File: config.mk
export PLATFORM = sky130hd
export DESIGN_NAME = lpwk_wake_src
export DESIGN_NICKNAME = d
export VERILOG_FILES = /design/src/lpwk_pkg.sv /design/src/lpwk_edge_det.sv /design/src/lpwk_wake_src.sv
export VERILOG_INCLUDE_DIRS = /design/src /design/src/src
export SDC_FILE = /design/constraint.sdc
export NUM_CORES = 1
export LEC_CHECK = 0
export ABC_AREA = 1
export CORE_ASPECT_RATIO = 0.75
export CORE_MARGIN = 3
export CORE_UTILIZATION = 35
export CTS_CLUSTER_SIZE = 20
export DETAILED_ROUTE_END_ITERATION = 10
export DONT_BUFFER_PORTS = 1
export GPL_TIMING_DRIVEN = 0
export PLACE_DENSITY = 0.61
export SETUP_SLACK_MARGIN = 0.2
export SYNTH_ARGS = -nofsm -noshare
export SYNTH_HDL_FRONTEND = slang
export SYNTH_HIERARCHICAL = 1
export SYNTH_SLANG_ARGS = --single-unit
File: constraint.sdc
create_clock -name clk -period 3.5 [get_ports clk]
set_input_delay 0.35 -clock clk [delete_from_list [all_inputs] [get_ports clk]]
set_output_delay 0.35 -clock clk [all_outputs]
set_load 0.1 [all_outputs]
File: src/lpwk_cfg.svh
// register offsets, field positions, reset values and timing for wake logic
`ifndef LPWK_CFG_SVH
`define LPWK_CFG_SVH
`define LPWK_ADDR_W 8
`define LPWK_OFF_PIN_STAT 8'h1C
`define LPWK_OFF_PIN_EN 8'h20
`define LPWK_OFF_PER_STAT 8'h30
`define LPWK_OFF_PER_EN 8'h34
`define LPWK_OFF_CTRL 8'h38
`define LPWK_PIN_CNT 2
`define LPWK_PIN_MASK 32'h0000_0003
`define LPWK_PER_STAT_MASK 32'h0003_0010
`define LPWK_PER_EN_MASK 32'h07F8_0010
`define LPWK_BIT_EXTRST 17
`define LPWK_BIT_BACKUP 16
`define LPWK_BIT_CMP0 4
`define LPWK_BIT_LPCMP 26
`define LPWK_BIT_SERIAL_PERIPH_ONE_WAKE_ALLOW 25
`define LPWK_BIT_AUDIO 24
`define LPWK_BIT_TW2 23
`define LPWK_BIT_TW1 22
`define LPWK_BIT_TW0 21
`define LPWK_BIT_LPUART 20
`define LPWK_BIT_ASYNC_PORT_TWO_WAKE_ALLOW 19
`define LPWK_PER_LO 19
`define LPWK_PER_CNT 8
`define LPWK_RESET_VAL 32'h0000_0000
`define LPWK_CLK_NS 40
`define LPWK_WAKE_HOLD_NS 80
`define LPWK_WAKE_HOLD_CYC ((`LPWK_WAKE_HOLD_NS + `LPWK_CLK_NS - 1) / `LPWK_CLK_NS)
`endif

File: src/lpwk_pkg.sv
// types shared by the wake-up source logic
package lpwk_pkg;
    // power state seen by the wake sequencer
    typedef enum logic [1:0]
    {
        LPWK_ACTIVE = 2'b00,
        LPWK_ASLEEP = 2'b01,
        LPWK_WAKING = 2'b11
    } lpwk_state_e;
    typedef logic [31:0] lpwk_word_t;
endpackage

File: src/lpwk_edge_det.sv
// pin transition detector for the wake pins
`timescale 1ns/1ps
module lpwk_edge_det
#(
    parameter int W = 2
)
(
    input wire logic clk,
    input wire logic sys_rst,
    input wire logic [W-1:0] pinIn,
    output logic [W-1:0] pinToggle
);
    logic [W-1:0] pinLast_q; // previous pin sample
    logic [W-1:0] pinLast_d;
    logic primed_q; // first sample taken
    logic primed_d;

    // next sample and ready flag
    always_comb
    begin
        pinLast_d = pinIn;
        primed_d = 1'b1;
    end

    // register samples
    always_ff @(posedge clk)
    begin
        if (sys_rst)
        begin
            pinLast_q <= '0;
            primed_q <= 1'b0;
        end
        else
        begin
            pinLast_q <= pinLast_d;
            primed_q <= primed_d;
        end
    end

    // either direction counts; no edge before first sample
    assign pinToggle = primed_q ? (pinIn ^ pinLast_q) : '0;
endmodule

File: src/lpwk_wake_src.sv
// wake-up source logic: pin and peripheral wake enables and status
//
// Design decision made here: the strobed register port.
`timescale 1ns/1ps
`include "lpwk_cfg.svh"
module lpwk_wake_src
    import lpwk_pkg::*;
(
    input wire logic clk,
    input wire logic sys_rst,
    input wire logic [`LPWK_ADDR_W-1:0] regAddr,
    input wire logic [31:0] regWdata,
    input wire logic regWrite,
    input wire logic regRead,
    output logic [31:0] regRdata,
    input wire logic [`LPWK_PIN_CNT-1:0] pinPortThree,
    input wire logic lowpowerComparatorIrq,
    input wire logic serialPeriphOneIrq,
    input wire logic audioSerialIrq,
    input wire logic twowireTwoIrq,
    input wire logic twowireOneIrq,
    input wire logic twowireZeroIrq,
    input wire logic lowpowerAsyncPortIrq,
    input wire logic asyncPortTwoIrq,
    input wire logic extResetWake,
    input wire logic backupWake,
    input wire logic comparatorZeroTrig,
    input wire logic sleepReq,
    output logic wakeReq,
    output logic deviceAsleep
);
    // register file state
    lpwk_word_t pinEn_q; // gpio_port3_wake_enable
    lpwk_word_t pinEn_d;
    lpwk_word_t pinStat_q; // gpio_port3_wake_status
    lpwk_word_t pinStat_d;
    lpwk_word_t perStat_q; // peripheral_wake_status
    lpwk_word_t perStat_d;
    lpwk_word_t perEn_q; // peripheral_wake_enable
    lpwk_word_t perEn_d;
    logic gpioWakePermit_q; // system_power_mgmt_reg pin wake permit
    logic gpioWakePermit_d;
    // read path
    lpwk_word_t rdata_q; // read data register
    lpwk_word_t rdata_d;
    // power sequencing
    lpwk_state_e state_q; // power state
    lpwk_state_e state_d;
    // counts down the remaining wake cycles
    logic [1:0] holdCnt_q; // wake pulse stretch
    logic [1:0] holdCnt_d;
    // decoded events and wake terms
    logic [`LPWK_PIN_CNT-1:0] pinToggle; // per pin transition
    logic [`LPWK_PER_CNT-1:0] perIrq; // peripheral irq vector
    logic [`LPWK_PER_CNT-1:0] perAllow; // peripheral enable slice
    lpwk_word_t pinSet; // hardware set for pin status
    lpwk_word_t perSet; // hardware set for peripheral status
    logic pinWakeHit; // enabled pin event pending
    logic perWakeHit; // enabled peripheral irq
    logic wakeCause; // any wake cause

    // write-one-to-clear with hardware set priority
    // set is applied after clear, so an event in the write cycle survives
    // bits outside the mask never hold a one
    function automatic lpwk_word_t w1c(input lpwk_word_t cur,
                                       input lpwk_word_t set,
                                       input lpwk_word_t clr,
                                       input lpwk_word_t mask);
        w1c = ((cur & ~clr) | set) & mask;
    endfunction

    // address match with write or read strobe
    // one decoder shared by every register write
    function automatic logic hit(input logic stb,
                                 input logic [`LPWK_ADDR_W-1:0] a,
                                 input logic [`LPWK_ADDR_W-1:0] off);
        hit = stb && (a == off);
    endfunction

    // transition detector, silent on the first cycle after reset
    // so a pin already high at release is not taken as an edge
    lpwk_edge_det #(.W(`LPWK_PIN_CNT)) pinEdges
    (
        .clk(clk),
        .sys_rst(sys_rst),
        .pinIn(pinPortThree),
        .pinToggle(pinToggle)
    );

    // peripheral irq order follows enable bits 19 up to 26
    // irq lines are live levels, not latched here;
    // a source must hold its line until the wake is taken
    assign perIrq = {lowpowerComparatorIrq,
                     serialPeriphOneIrq,
                     audioSerialIrq,
                     twowireTwoIrq,
                     twowireOneIrq,
                     twowireZeroIrq,
                     lowpowerAsyncPortIrq,
                     asyncPortTwoIrq};
    assign perAllow = perEn_q[`LPWK_BIT_LPCMP:`LPWK_PER_LO];

    // hardware sets for status registers
    // pin toggles count in any power state, enabled or not
    // each event input sets its flag for every cycle it is high
    always_comb
    begin
        pinSet = '0;
        pinSet[`LPWK_PIN_CNT-1:0] = pinToggle;
        // peripheral flags: reset, backup and comparator zero
        perSet = '0;
        perSet[`LPWK_BIT_EXTRST] = extResetWake;
        perSet[`LPWK_BIT_BACKUP] = backupWake;
        perSet[`LPWK_BIT_CMP0] = comparatorZeroTrig;
    end

    // wake decision: pins need status, enable and permit; irq lines and comparator zero need a live event and enable; reset and backup never wake
    // pins wake from latched status, so a short toggle is not lost
    // peripherals wake from the live line and their enable bit
    // comparator zero wakes only while its enable bit is set
    always_comb
    begin
        pinWakeHit = gpioWakePermit_q
            && |(pinStat_q[`LPWK_PIN_CNT-1:0]
                 & pinEn_q[`LPWK_PIN_CNT-1:0]);
        perWakeHit = |(perIrq & perAllow);
        wakeCause = pinWakeHit || perWakeHit
            || (perEn_q[`LPWK_BIT_CMP0] && comparatorZeroTrig);
    end

    // register writes and status updates
    // enables are plain read-write, masked to implemented bits
    // unmapped addresses fall through and change nothing
    always_comb
    begin
        pinEn_d = pinEn_q;
        perEn_d = perEn_q;
        gpioWakePermit_d = gpioWakePermit_q;
        // pin enables, absent pins dropped
        if (hit(regWrite, regAddr, `LPWK_OFF_PIN_EN))
        begin
            pinEn_d = regWdata & `LPWK_PIN_MASK;
        end
        // peripheral enables, reserved bits dropped
        if (hit(regWrite, regAddr, `LPWK_OFF_PER_EN))
        begin
            perEn_d = regWdata & `LPWK_PER_EN_MASK;
        end
        // global pin wake permission
        if (hit(regWrite, regAddr, `LPWK_OFF_CTRL))
        begin
            gpioWakePermit_d = regWdata[0];
        end
        // pin status: toggles set, written ones clear
        pinStat_d = w1c(pinStat_q, pinSet,
            hit(regWrite, regAddr, `LPWK_OFF_PIN_STAT) ? regWdata : '0,
            `LPWK_PIN_MASK);
        // peripheral status: events set, written ones clear
        perStat_d = w1c(perStat_q, perSet,
            hit(regWrite, regAddr, `LPWK_OFF_PER_STAT) ? regWdata : '0,
            `LPWK_PER_STAT_MASK);
    end

    // read mux, unmapped reads return zero
    // the word is registered, so it stands the cycle after the strobe
    // and no other, keeping the bus quiet between reads
    always_comb
    begin
        // zero unless a read is asked for
        rdata_d = '0;
        if (regRead)
        begin
            case (regAddr)
                `LPWK_OFF_PIN_STAT: rdata_d = pinStat_q;
                `LPWK_OFF_PIN_EN: rdata_d = pinEn_q;
                `LPWK_OFF_PER_STAT: rdata_d = perStat_q;
                `LPWK_OFF_PER_EN: rdata_d = perEn_q;
                `LPWK_OFF_CTRL: rdata_d = {31'h0000_0000, gpioWakePermit_q};
                default: rdata_d = '0; // unmapped
            endcase
        end
    end

    // power state: sleep until an enabled cause, then hold wake
    // the wake request is stretched so a slow consumer sees it
    // a cause present while active is ignored until the next sleep
    always_comb
    begin
        state_d = state_q;
        holdCnt_d = holdCnt_q;
        case (state_q)
            // running, waits for a sleep request
            LPWK_ACTIVE:
            begin
                if (sleepReq)
                begin
                    state_d = LPWK_ASLEEP;
                end
            end
            // low power, waits for an enabled cause
            LPWK_ASLEEP:
            begin
                if (wakeCause)
                begin
                    state_d = LPWK_WAKING;
                    holdCnt_d = 2'(`LPWK_WAKE_HOLD_CYC - 1);
                end
            end
            // wake request held for the stretch count
            LPWK_WAKING:
            begin
                if (holdCnt_q == 2'h0)
                begin
                    state_d = LPWK_ACTIVE;
                end
                else
                begin
                    holdCnt_d = holdCnt_q - 2'h1;
                end
            end
            // unused code falls back to running
            default:
            begin
                state_d = LPWK_ACTIVE;
            end
        endcase
    end

    // register file: enables, status flags and pin wake permit
    // every implemented field comes out of reset as zero
    always_ff @(posedge clk)
    begin
        if (sys_rst)
        begin
            pinEn_q <= `LPWK_RESET_VAL;
            perEn_q <= `LPWK_RESET_VAL;
            pinStat_q <= `LPWK_RESET_VAL;
            perStat_q <= `LPWK_RESET_VAL;
            gpioWakePermit_q <= 1'b0; // permission closed
        end
        else
        begin
            pinEn_q <= pinEn_d;
            perEn_q <= perEn_d;
            pinStat_q <= pinStat_d;
            perStat_q <= perStat_d;
            gpioWakePermit_q <= gpioWakePermit_d;
        end
    end

    // read data register: one cycle after the strobe
    // back to zero on any other cycle, so stale words never stand
    always_ff @(posedge clk)
    begin
        if (sys_rst)
        begin
            rdata_q <= `LPWK_RESET_VAL; // quiet bus
        end
        else
        begin
            rdata_q <= rdata_d;
        end
    end

    // power state and wake stretch counter
    // the device comes out of reset running
    always_ff @(posedge clk)
    begin
        if (sys_rst)
        begin
            state_q <= LPWK_ACTIVE;
            holdCnt_q <= 2'h0;
        end
        else
        begin
            state_q <= state_d;
            holdCnt_q <= holdCnt_d;
        end
    end

    // read data comes straight from a flop; wake and asleep flags are decoded from state_q
    // wake request and asleep flag never stand together
    assign regRdata = rdata_q;
    assign wakeReq = (state_q == LPWK_WAKING);
    assign deviceAsleep = (state_q == LPWK_ASLEEP);
endmodule

==> run summary <==
Compared with the post-synthesis result, the final layout area differs by 17.2%. For this run, design rule violations remaining after detail routing come to 0. Clock-pin slew was measured on the worst setup and hold paths at 0.07 ns. Critical path buffer and inverter count: 1.

Synthesis produced a netlist whose cell count is 231. For the first-iteration detailed-routing DRC count, the log shows 52. The commonest cells after synthesis are sky130_fd_sc_hd__dfxtp_1, sky130_fd_sc_hd__nand2_1, sky130_fd_sc_hd__inv_1. The first global-routing pass estimated 6.07 mm of wire.

The post-placement worst setup slack was 1.93 ns. The floorplan step defined a core boundary enclosing 4570 um2. Counting flops with a built-in enable in the synthesized netlist gives 0. sky130_fd_sc_hd__dfxtp_1 takes more of the synthesized area than any other cell.

STA puts the critical path data arrival time at 1.47 ns. The cell count after placement came out at 308. Setup slack on the critical path of the routed design comes to 1.68 ns. The part of the total power dissipated in the clock network was 0.386. The count of H-tree levels built during CTS is 2.

The critical path goes through nand2_1, inv_1. The worst path needs 1.82 ns of the cycle, external delays included. For this design the static power due to leakage is 0.869 nW. Entering global routing, the biggest net connects 13 pins.

The finished cells cover 2000 um2. Summing every instance area after synthesis gives 1710 um2. Detailed routing placed a total of 1.54 mm of wire on met2.

Hold is met by 0.114 ns. In this run the power spent charging and discharging nets is 0.300 mW. Path depth of the worst reg2reg path: 4. The endpoint identified for the worst register-to-register timing path is state_q[0]. Of all nets on the critical path, the largest fanout is 6. At the pin with the least slew margin, the transition time is 0.956 ns.

The fraction of post-synthesis cell area in the top cell type by area came out at 0.434. Among cell families on the critical path, the largest total delay comes from buffers and inverters. The layout has 476 filler cells. Summing internal, switching and leakage power gives 1.00 mW.

The area enclosed by the die boundary was 5750 um2. Using the TritonRoute via totals, the vias-per-cell ratio works out to 4.41. The first TritonRoute pass finished after 4 iterations. The run gives 0.362 as the relative slew slack.

The tools report the number of hold violations in the final report as 0. After the flow finishes, the layout carries non-filler instances totaling 316. For this run the aggregate overflow at the end of global routing stands at 0.

The startpoint identified for the worst hold timing path is sys_rst. The met1 layer wirelength in the final routing was 1.68 mm. The run finished with clean final reports. The path class of the tightest hold or removal check is input port to register.

The uppermost metal layer occupied by signal nets is met4. The final cycle utilization of the critical path came out at 0.519. Setup slack on the worst reg-to-reg path comes out at 1.92 ns. The final routed wire length divided by cell count is 11.4 um. Post-CTS timing repair inserted 0 buffers for setup. The run gives 0.702 mW as the internal power. Area of placed instances: 1880 um2. The tool flagged a number of max-cap violations equal to 0.

The average instance area after synthesis is 7.38 um2. The cell area power density was 502 nW/um2; the required time of the critical path was 3.15 ns. Tracing the worst setup path back leads to its startpoint at state_q[1]. The via count of the first global-routing pass came out at 1362.

The worst setup path is launched from a register. The final layout contains 317 nets. The sequential share of power was 0.438; the fraction of layout cells with a size suffix above 1 was 0.158. The achievable frequency was 0.551 GHz. The worst register-to-register path begins at state_q[1].

The clock tree buffer depth was 2; the count of buffers from port buffering was 0. STA classifies the critical path endpoint as an output pin. Once detail routing completed, the nets flagged for antenna violations numbered 0. Among all flip-flop cells after synthesis, the most frequent one is sky130_fd_sc_hd__dfxtp_1. Summing all multi-input logic gate instances after layout gives 754 um2.

The count of cells along the worst hold path was 1. The maximum resistive drop on vdd came out at 262 uV. The synthesized flop and latch total is 37, and the biggest cell delay along the critical path is 0.63 ns. Aggregate global-route resource usage: 0.137. Vertical extent of the die: 66.5 um.

Detailed placement ended at an HPWL of 2.85 mm. The root buffer selected by CTS was sky130_fd_sc_hd__clkbuf_8. Number of hold buffers added after CTS: 0. The clock drives 37 sinks. The repair_antennas step left the layout with diodes totalling 0. The tools report the max-slew violation total from the final report as 0. The routed length on met3 was 320 um; the chip width was 86.6 um. The sequential-to-total area share from yosys stat was 0.434; the proportion of total power due to net switching was 0.299. Row generation in the floorplan step produced 21 rows. Setup repair after global routing left no endpoint under its margin. The combinational group share of total power is 0.176. The run gives 0.750 as the final estimated routing congestion in global placement. The tools report the sink of the worst hold path as pinEdges/primed_q. Across all layers, the routed design uses 1395 vias. TritonCTS built the clock tree. The clock reaches the later pin of the worst-skew pair after 0.29 ns.

Between clock sinks in the finished design, the worst skew comes to 0.00503 ns. The logs give 0 for the number of antenna violations at the first check in global routing and 0 for the final-report setup violation count. Once the clock tree was built, the resizer swapped 0 gates to a different size. During synthesis, Yosys emitted a total of 6 warnings. Sorting the synthesized cells by area gives the leading types as sky130_fd_sc_hd__dfxtp_1, sky130_fd_sc_hd__buf_4, sky130_fd_sc_hd__nand2_1. For the final routed database, the setup TNS stands at 0 ns.

The fraction of registers with async set or reset after synthesis came out at 0. For the initial core utilization, the log shows 0.373. The total routed wirelength was 3.61 mm; the area taken by flip-flops and latches was 741 um2. In this run the count of I/O pins placed on the die edge is 92.

The final cell utilization of the core was 0.437; the number of CTS-inserted buffers was 5. The critical setup path kind is register to output pin. Counting distinct cell types in the post-synthesis netlist gives 22. The slowest stage of the critical path belongs to the cell sky130_fd_sc_hd__inv_1.
state kept, by name (all words and copies together) (netlist names):
register and cells:
regRdata 13, perEn_q 9, perStat_q 3, holdCnt_q 2
pinEdges/pinLast_q 2, pinEn_q 2, pinStat_q 2, state_q 2
gpioWakePermit_q 1, pinEdges/primed_q 1
final cells by class:
type,count,share of cell area
Tap cell,57,0.0357
Timing Repair Buffer,2,0.0157
Inverter,30,0.0564
Clock buffer,6,0.0413
Clock inverter,2,0.0188
Buffer,23,0.0839
Multi-Input combinational cell,159,0.378
Sequential cell,37,0.371
cell usage in the layout, fill, tap and decap left out, types with 2 or more instances in the layout:
master	instances
sky130_fd_sc_hd__nand2_1	37
sky130_fd_sc_hd__dfxtp_1	37
sky130_fd_sc_hd__inv_1	30
sky130_fd_sc_hd__nor2_1	28
sky130_fd_sc_hd__a21oi_1	21
sky130_fd_sc_hd__buf_4	19
sky130_fd_sc_hd__conb_1	19
sky130_fd_sc_hd__nand3_1	16
sky130_fd_sc_hd__nor3_1	10
sky130_fd_sc_hd__o21ai_0	10
sky130_fd_sc_hd__nand4_1	6
sky130_fd_sc_hd__clkbuf_8	6
sky130_fd_sc_hd__nor2_2	3
sky130_fd_sc_hd__nor2_4	3
sky130_fd_sc_hd__buf_2	2
per-layer routing:
layer,vias up,GRT usage
met1,594,0.176
li1,753,-
met2,41,0.199
met5,-,0
met3,7,0.0581
met4,0,0.0584
how the worst max path moves through the flow:
stage	endpoint	depth (start not counted)
2_1_floorplan	holdCnt_q[1]	5
6_report	wakeReq	2
5_1_grt	wakeReq	2
3_3_place_gp	holdCnt_q[1]	5
3_5_place_dp	state_q[0]	4
4_1_cts	wakeReq	2
power groups by stage:
stage                     registers, mW  clock network [mW]  logic [mW]
after floorplan                   0.447                   0       0.157
after global placement            0.449                   0       0.166
after detailed placement          0.449                   0       0.176
after CTS                         0.439               0.393       0.177
after global routing              0.441               0.420       0.189
final                             0.439               0.387       0.176
kinds of logic after synthesis:
logic type      Yosys count  share of synthesized area
other cells               1                    0.00220
fa+ha+maj                 1                    0.00734
flops                    37                      0.434
simple gates            106                      0.291
compound gates           33                      0.101
buf+inv                  53                      0.164
(Power assumes the default switching activity.)
